$ cat src/core/cfs_pkg.sv
package cfs_pkg;

  // fan-out width and synchroniser depth
  localparam int unsigned CFS_NUM_OUT     = 9;
  localparam int unsigned CFS_SYNC_STAGES = 3;

  // field positions inside the control carrier
  localparam int unsigned CFS_CTRL_SEL_POS   = 0;
  localparam int unsigned CFS_CTRL_EN_POS    = 1;
  localparam int unsigned CFS_CTRL_DRIVE_POS = 2;
  localparam int unsigned CFS_CTRL_WIDTH     = 3;

  // gating state: run passes the clock, hold blanks it after a source swap
  typedef enum logic [0:0] {
    CFS_RUN  = 1'h0,
    CFS_HOLD = 1'h1
  } cfs_state_t;

  // static control pins, carried together
  typedef struct packed {
    logic driver_float_n;
    logic sync_enable;
    logic input_select;
  } cfs_ctrl_t;

  // register state of the selector and gate
  typedef struct packed {
    logic                   sel;
    cfs_state_t             state;
    logic                   en_cap;
    logic                   clk_prev;
    logic [CFS_NUM_OUT-1:0] q;
    logic [CFS_NUM_OUT-1:0] oe;
  } cfs_gate_t;

  // values after reset
  localparam logic                   CFS_RST_SEL      = 1'h0;
  localparam cfs_state_t             CFS_RST_STATE    = CFS_RUN;
  localparam logic                   CFS_RST_EN_CAP   = 1'h0;
  localparam logic                   CFS_RST_CLK_PREV = 1'h0;
  localparam logic [CFS_NUM_OUT-1:0] CFS_RST_Q        = 9'h000;
  localparam logic [CFS_NUM_OUT-1:0] CFS_RST_OE       = 9'h000;

endpackage

$ cat src/core/cfs_sync.sv
`timescale 1ns/100ps

module cfs_sync #(
  parameter int unsigned WIDTH = 2
) (
  // clock and reset
  input  wire logic             clock,
  input  wire logic             rst_b,
  // asynchronous levels in
  input  wire logic [WIDTH-1:0] async_in,
  // filtered levels out
  output logic      [WIDTH-1:0] level_out
);

  typedef struct packed {
    logic [WIDTH-1:0] s1;
    logic [WIDTH-1:0] s2;
    logic [WIDTH-1:0] s3;
    logic [WIDTH-1:0] lvl;
  } cfs_sync_st_t;

  cfs_sync_st_t r_ff;
  cfs_sync_st_t nxt_r;

  always_comb begin
    nxt_r    = r_ff;
    nxt_r.s1 = async_in;
    nxt_r.s2 = r_ff.s1;
    nxt_r.s3 = r_ff.s2;
    // change accepted only once two later stages agree
    for (int i = 0; i < int'(WIDTH); i++) begin
      if (r_ff.s2[i] == r_ff.s3[i]) begin
        nxt_r.lvl[i] = r_ff.s2[i];
      end
    end
  end

  always_ff @(posedge clock) begin
    if (!rst_b) begin
      r_ff <= '0;
    end else begin
      r_ff <= nxt_r;
    end
  end

  assign level_out = r_ff.lvl;
endmodule

$ cat src/core/cfs_top.sv
// Summary of operation
// - Select low routes clock_in_a, select high routes clock_in_b to the path.
// - All nine outputs carry identical copies of the one selected clock.
// - Enable high passes the clock; enable low holds every output low.
// - Enable is captured at each falling edge of the selected clock only.
// - Gating follows the clock so no glitch or runt pulse appears.
// - driver_float_n low releases all output drivers; high drives them.
// - clock_in_b is an alternative, test, source beside clock_in_a.
`timescale 1ns/100ps

module cfs_top (
  // clock and reset
  input  wire logic                                  clock,
  input  wire logic                                  rst_b,
  // clock sources, sampled as pins
  input  wire logic                                  clock_in_a,
  input  wire logic                                  clock_in_b,
  // static control pins
  input  wire cfs_pkg::cfs_ctrl_t                    ctrl_in,
  // fanned-out clock and driver enables
  output logic      [cfs_pkg::CFS_NUM_OUT-1:0]       clock_out,
  output logic      [cfs_pkg::CFS_NUM_OUT-1:0]       clock_out_oe
);

  logic [1:0]                          clk_s;
  logic [cfs_pkg::CFS_CTRL_WIDTH-1:0]  ctl_s;
  logic                                sel_s;
  logic                                en_s;
  logic                                drv_s;
  logic                                cur;
  logic                                new_src;
  logic                                fall;
  logic                                en_gate;
  logic                                swap;
  cfs_pkg::cfs_gate_t                  r_ff;
  cfs_pkg::cfs_gate_t                  nxt_r;

  // source clocks are oversampled; they are levels here, not clock nets
  // limitation: each source phase must last two system clocks or more,
  // and a pin change reaches the outputs five system clocks later
  cfs_sync #(
    .WIDTH (2)
  ) u_clk_sync (
    .clock     (clock),
    .rst_b     (rst_b),
    .async_in  ({clock_in_b, clock_in_a}),
    .level_out (clk_s)
  );

  cfs_sync #(
    .WIDTH (cfs_pkg::CFS_CTRL_WIDTH)
  ) u_ctl_sync (
    .clock     (clock),
    .rst_b     (rst_b),
    .async_in  (ctrl_in),
    .level_out (ctl_s)
  );

  assign sel_s = ctl_s[cfs_pkg::CFS_CTRL_SEL_POS];
  assign en_s  = ctl_s[cfs_pkg::CFS_CTRL_EN_POS];
  assign drv_s = ctl_s[cfs_pkg::CFS_CTRL_DRIVE_POS];

  always_comb begin
    nxt_r    = r_ff;
    cur      = r_ff.sel ? clk_s[1] : clk_s[0];
    new_src  = sel_s ? clk_s[1] : clk_s[0];
    fall     = r_ff.clk_prev & ~cur;
    en_gate  = fall ? en_s : r_ff.en_cap;
    swap     = fall & (sel_s != r_ff.sel);
    nxt_r.clk_prev = cur;
    if (fall) begin
      // new enable from this edge on
      nxt_r.en_cap = en_s;
    end
    // swap only while low; new source blanked until its own fall,
    // so its first high phase after the swap is never a runt
    if (swap) begin
      nxt_r.sel      = sel_s;
      nxt_r.clk_prev = new_src;
    end
    unique case (r_ff.state)
      cfs_pkg::CFS_RUN: begin
        if (swap) begin
          nxt_r.state = cfs_pkg::CFS_HOLD;
        end
      end
      cfs_pkg::CFS_HOLD: begin
        // a fall of the new source ends the blanking
        if (fall && !swap) begin
          nxt_r.state = cfs_pkg::CFS_RUN;
        end
      end
    endcase
    nxt_r.q  = {cfs_pkg::CFS_NUM_OUT{cur & en_gate & (r_ff.state == cfs_pkg::CFS_RUN)}};
    nxt_r.oe = {cfs_pkg::CFS_NUM_OUT{drv_s}};
  end

  always_ff @(posedge clock) begin
    if (!rst_b) begin
      r_ff.sel      <= cfs_pkg::CFS_RST_SEL;
      r_ff.state    <= cfs_pkg::CFS_RST_STATE;
      r_ff.en_cap   <= cfs_pkg::CFS_RST_EN_CAP;
      r_ff.clk_prev <= cfs_pkg::CFS_RST_CLK_PREV;
      r_ff.q        <= cfs_pkg::CFS_RST_Q;
      r_ff.oe       <= cfs_pkg::CFS_RST_OE;
    end else begin
      r_ff <= nxt_r;
    end
  end

  // both outputs straight from flops, so loads never see decode hazards
  assign clock_out    = r_ff.q;
  assign clock_out_oe = r_ff.oe;
endmodule

$ cat config.mk
export PLATFORM = sky130hd
export DESIGN_NAME = cfs_top
export DESIGN_NICKNAME = d
export VERILOG_FILES = /design/src/core/cfs_pkg.sv /design/src/core/cfs_sync.sv /design/src/core/cfs_top.sv
export SDC_FILE = /design/constraint.sdc
export NUM_CORES = 1
export LEC_CHECK = 0
export BUFFER_PORTS_ARGS = -buffer_cell sky130_fd_sc_hd__buf_2
export CAP_MARGIN = 25
export CORE_ASPECT_RATIO = 0.5
export CORE_MARGIN = 1
export CORE_UTILIZATION = 35
export DETAILED_ROUTE_END_ITERATION = 8
export PLACE_DENSITY = 0.57
export SYNTH_ARGS = -nofsm -noshare
export SYNTH_HDL_FRONTEND = slang
export SYNTH_SLANG_ARGS = --single-unit
export TNS_END_PERCENT = 50
$ cat constraint.sdc
create_clock -name clock -period 1 [get_ports clock]
set_input_delay 0.1 -clock clock [delete_from_list [all_inputs] [get_ports clock]]
set_output_delay 0.1 -clock clock [all_outputs]
set_load 0.05 [all_outputs]
==> metrics.yaml <==
status: "finished clean"
synth-seq-area-share_pct: 53.7
worst-path-buf-inv: 1
grtUsageMet3_pct: 4.24
finClkSkew_ns: 0.00330
cts-root-buf: "clkbuf_8"
ant_nets: 0
initial_core_util_pct: 37.2
finalWeightedCongestion: 0.661
synth.cell_area_um2: 968
synth.net_count: 104
synth_common_cells: "26 x dfxtp_1, 18 x buf_4, 16 x and2_1"
worst_pin_slew_ns: 0.243
finalNonFillerCells: 145
hpwl_um: 841
grt_pass1_wl_mm: 2.09
leakage_nw: 0.489
vias: 595
cap_violations: 0
synth-main-ff-cell: "dfxtp_1"
cp.arrival_ns: 0.89
die-area_um2: 2990
clkSlewWorstSetupHoldPaths_ns: 0.08
period_needed_ns: 0.992
nets: 116
port_buffers: 24
core_um2: 2600
cts.htree.levels: 1
syn_area_per_cell_um2: 9.98
p_per_area_nw_per_um2: 1530
synthArstFlopShare_pct: 0
grt_overflow_total: 0
yosysMostFrequentCell: "dfxtp_1"
synth.area.top_cells: "dfxtp_1 54%, buf_4 14%, and2_1 10%"
p_sw_share_pct: 18.2
comb_power_share_pct: 3.1
cp_max_fo: 9
internal_power_mw: 1.44
relSlewSlack_pct: 83.8
clockPowerShare_pct: 36.3
drtIter0Drc: 18
clk_latency_ns: 0.26
cp_slowest_cell: "dfxtp_4"
die_h_um: 39.2
grt_usage_pct: 9.55
worstSetupEndpointType: "output port"
rsz0062_at_grt: "yes"
first_global_vias: 470
hold_viol: 0
use_met2_pct: 16.2
max_stage_delay_ns: 0.41
io_pins: 25
dp.cells: 140
finalSetupViolCount: 0
routed_wl_mm: 1.23
hold_class: "input port to register"
cts_tree: "yes"
fmax_mhz: 1010
cts_made_buffers: 3
yosysTopAreaCell: "dfxtp_1"
grt_max_degree: 15
hold_buffers: 0
drive_gt1_share_pct: 31.5
fillers: 261
synth_top_area_share_pct: 53.7
startpoint_type: "register"
vdd_drop_max_uv: 889
critical_path_required_ns: 0.90
path_cells: "buf_4"
ys_warn_count: 0
ys_seq_elements: 26
drv_slew: 0
whs_ns: 0.0396
criticalPathCategory: "register to output port"
num_rows: 13
clock_path_buffers: 2
antenna_found_initial: 0
seqPwrFrac_pct: 60.5
crit_family: "flip-flops"
synth_cell_types: 17
synth-edff-count: 0
finalCritPeriodShare_pct: 99.2
n_antenna_cell: 0
power_mw: 1.76
die_w_um: 76.4
syn_to_final_growth_pct: 18.5
post_drt_wl_per_cell_um: 8.50
p_switching_uw: 320
post-route-drc-count: 0
netlist_instances: 97
dr.pass1.iters: 4
use_met1_pct: 10.8
viasPerCell: 4.10
grt_busiest_layer: "met2"
clock-sinks: 26
[flip-flops by register name, indices dropped and copies added (netlist names), named ones only]
signal / count
u_ctl_sync.nxt_r: 6
u_clk_sync.nxt_r: 4
r_ff: 3
u_ctl_sync.level_out: 3
u_ctl_sync.r_ff: 3
u_clk_sync.level_out: 2
u_clk_sync.r_ff: 2
clock_out: 1
clock_out_oe: 1
[final timing paths]
| kind | from | end | slack, ns | cells past startpoint |
|---|---|---|---|---|
| worst max-delay path | clock_out_oe[0] | clock_out_oe[3] | 0.008 | 1 |
| worst min register to register | register | clock_out[0] | 0.42 | 1 |
| worst min-delay path | clock_in_a | u_clk_sync.nxt_r[4] | 0.04 | 2 |
| worst max register to register | r_ff[21] | r_ff[19] | 0.07 | 3 |
[timing repair]
action,4_1_cts,5_1_grt
setup buffers,0,1
endpoints found under the setup margin,18,20
gates resized for setup,20,6
[power by group through the flow]
stage	clock [mW]	sequential (mW)	combinational (mW)
floorplan	0	1.09	0.0306
global placement	0	1.09	0.0556
detailed placement	0	1.09	0.0565
CTS	0.677	1.07	0.0566
global route	0.711	1.07	0.0625
finish	0.639	1.06	0.0553
[cell type report]
class,count,area (um^2),area share (%)
Timing Repair Buffer,27,215,18.8
Multi-Input combinational cell,50,300,26.2
Sequential cell,26,527,45.9
Inverter,1,3.75,0.327
Clock buffer,4,55.1,4.80
Tap cell,37,46.3,4.03
[cell families after synthesis]
family          synth area share (%)
compound gates                  10.3
xor+xnor                       0.905
flops                           53.7
buf+inv                         15.2
simple gates                    16.7
mux                             3.10
[stage by stage]
stage / worst slack, ns / area [um^2] / TNS [ns] / utilization [%]
after floorplan: 0.0398 / 968 / 0 / -
after global placement: 0.0736 / 1020 / 0 / 39.1
after detailed placement: 0.0216 / 1020 / 0 / 39.1
after CTS: -0.0103 / 1120 / -0.112 / 43.1
after global routing: -0.0314 / 1150 / -0.417 / 44.1
final: 0.00835 / 1150 / 0 / 44.1
[cells in the final DEF, fill, tap and decap left out]
cell      synthesis  layout
o21ai_0           7       7
xor2_1            1       1
buf_2             1       6
inv_1             1       1
a21oi_1           1       1
mux2i_1           3       3
nor2b_1           2       2
nand2_1          10      10
dfxtp_2           0       2
clkbuf_8          0       4
o21a_1            1       1
buf_12            0       1
dfxtp_1          26      23
buf_6             0       4
nand2b_1          1       1
a21boi_1          1       1
a21boi_0          6       6
dfxtp_4           0       1
and2_1           16      16
nor3_1            1       1
buf_4            18      16
[routing by layer]
layer	vias up	part of all wire, %
li1	316	-
met1	254	50
met2	23	41
met3	2	6.7
met4	0	1.7
met5	-	0
(Power assumes the default switching activity.)
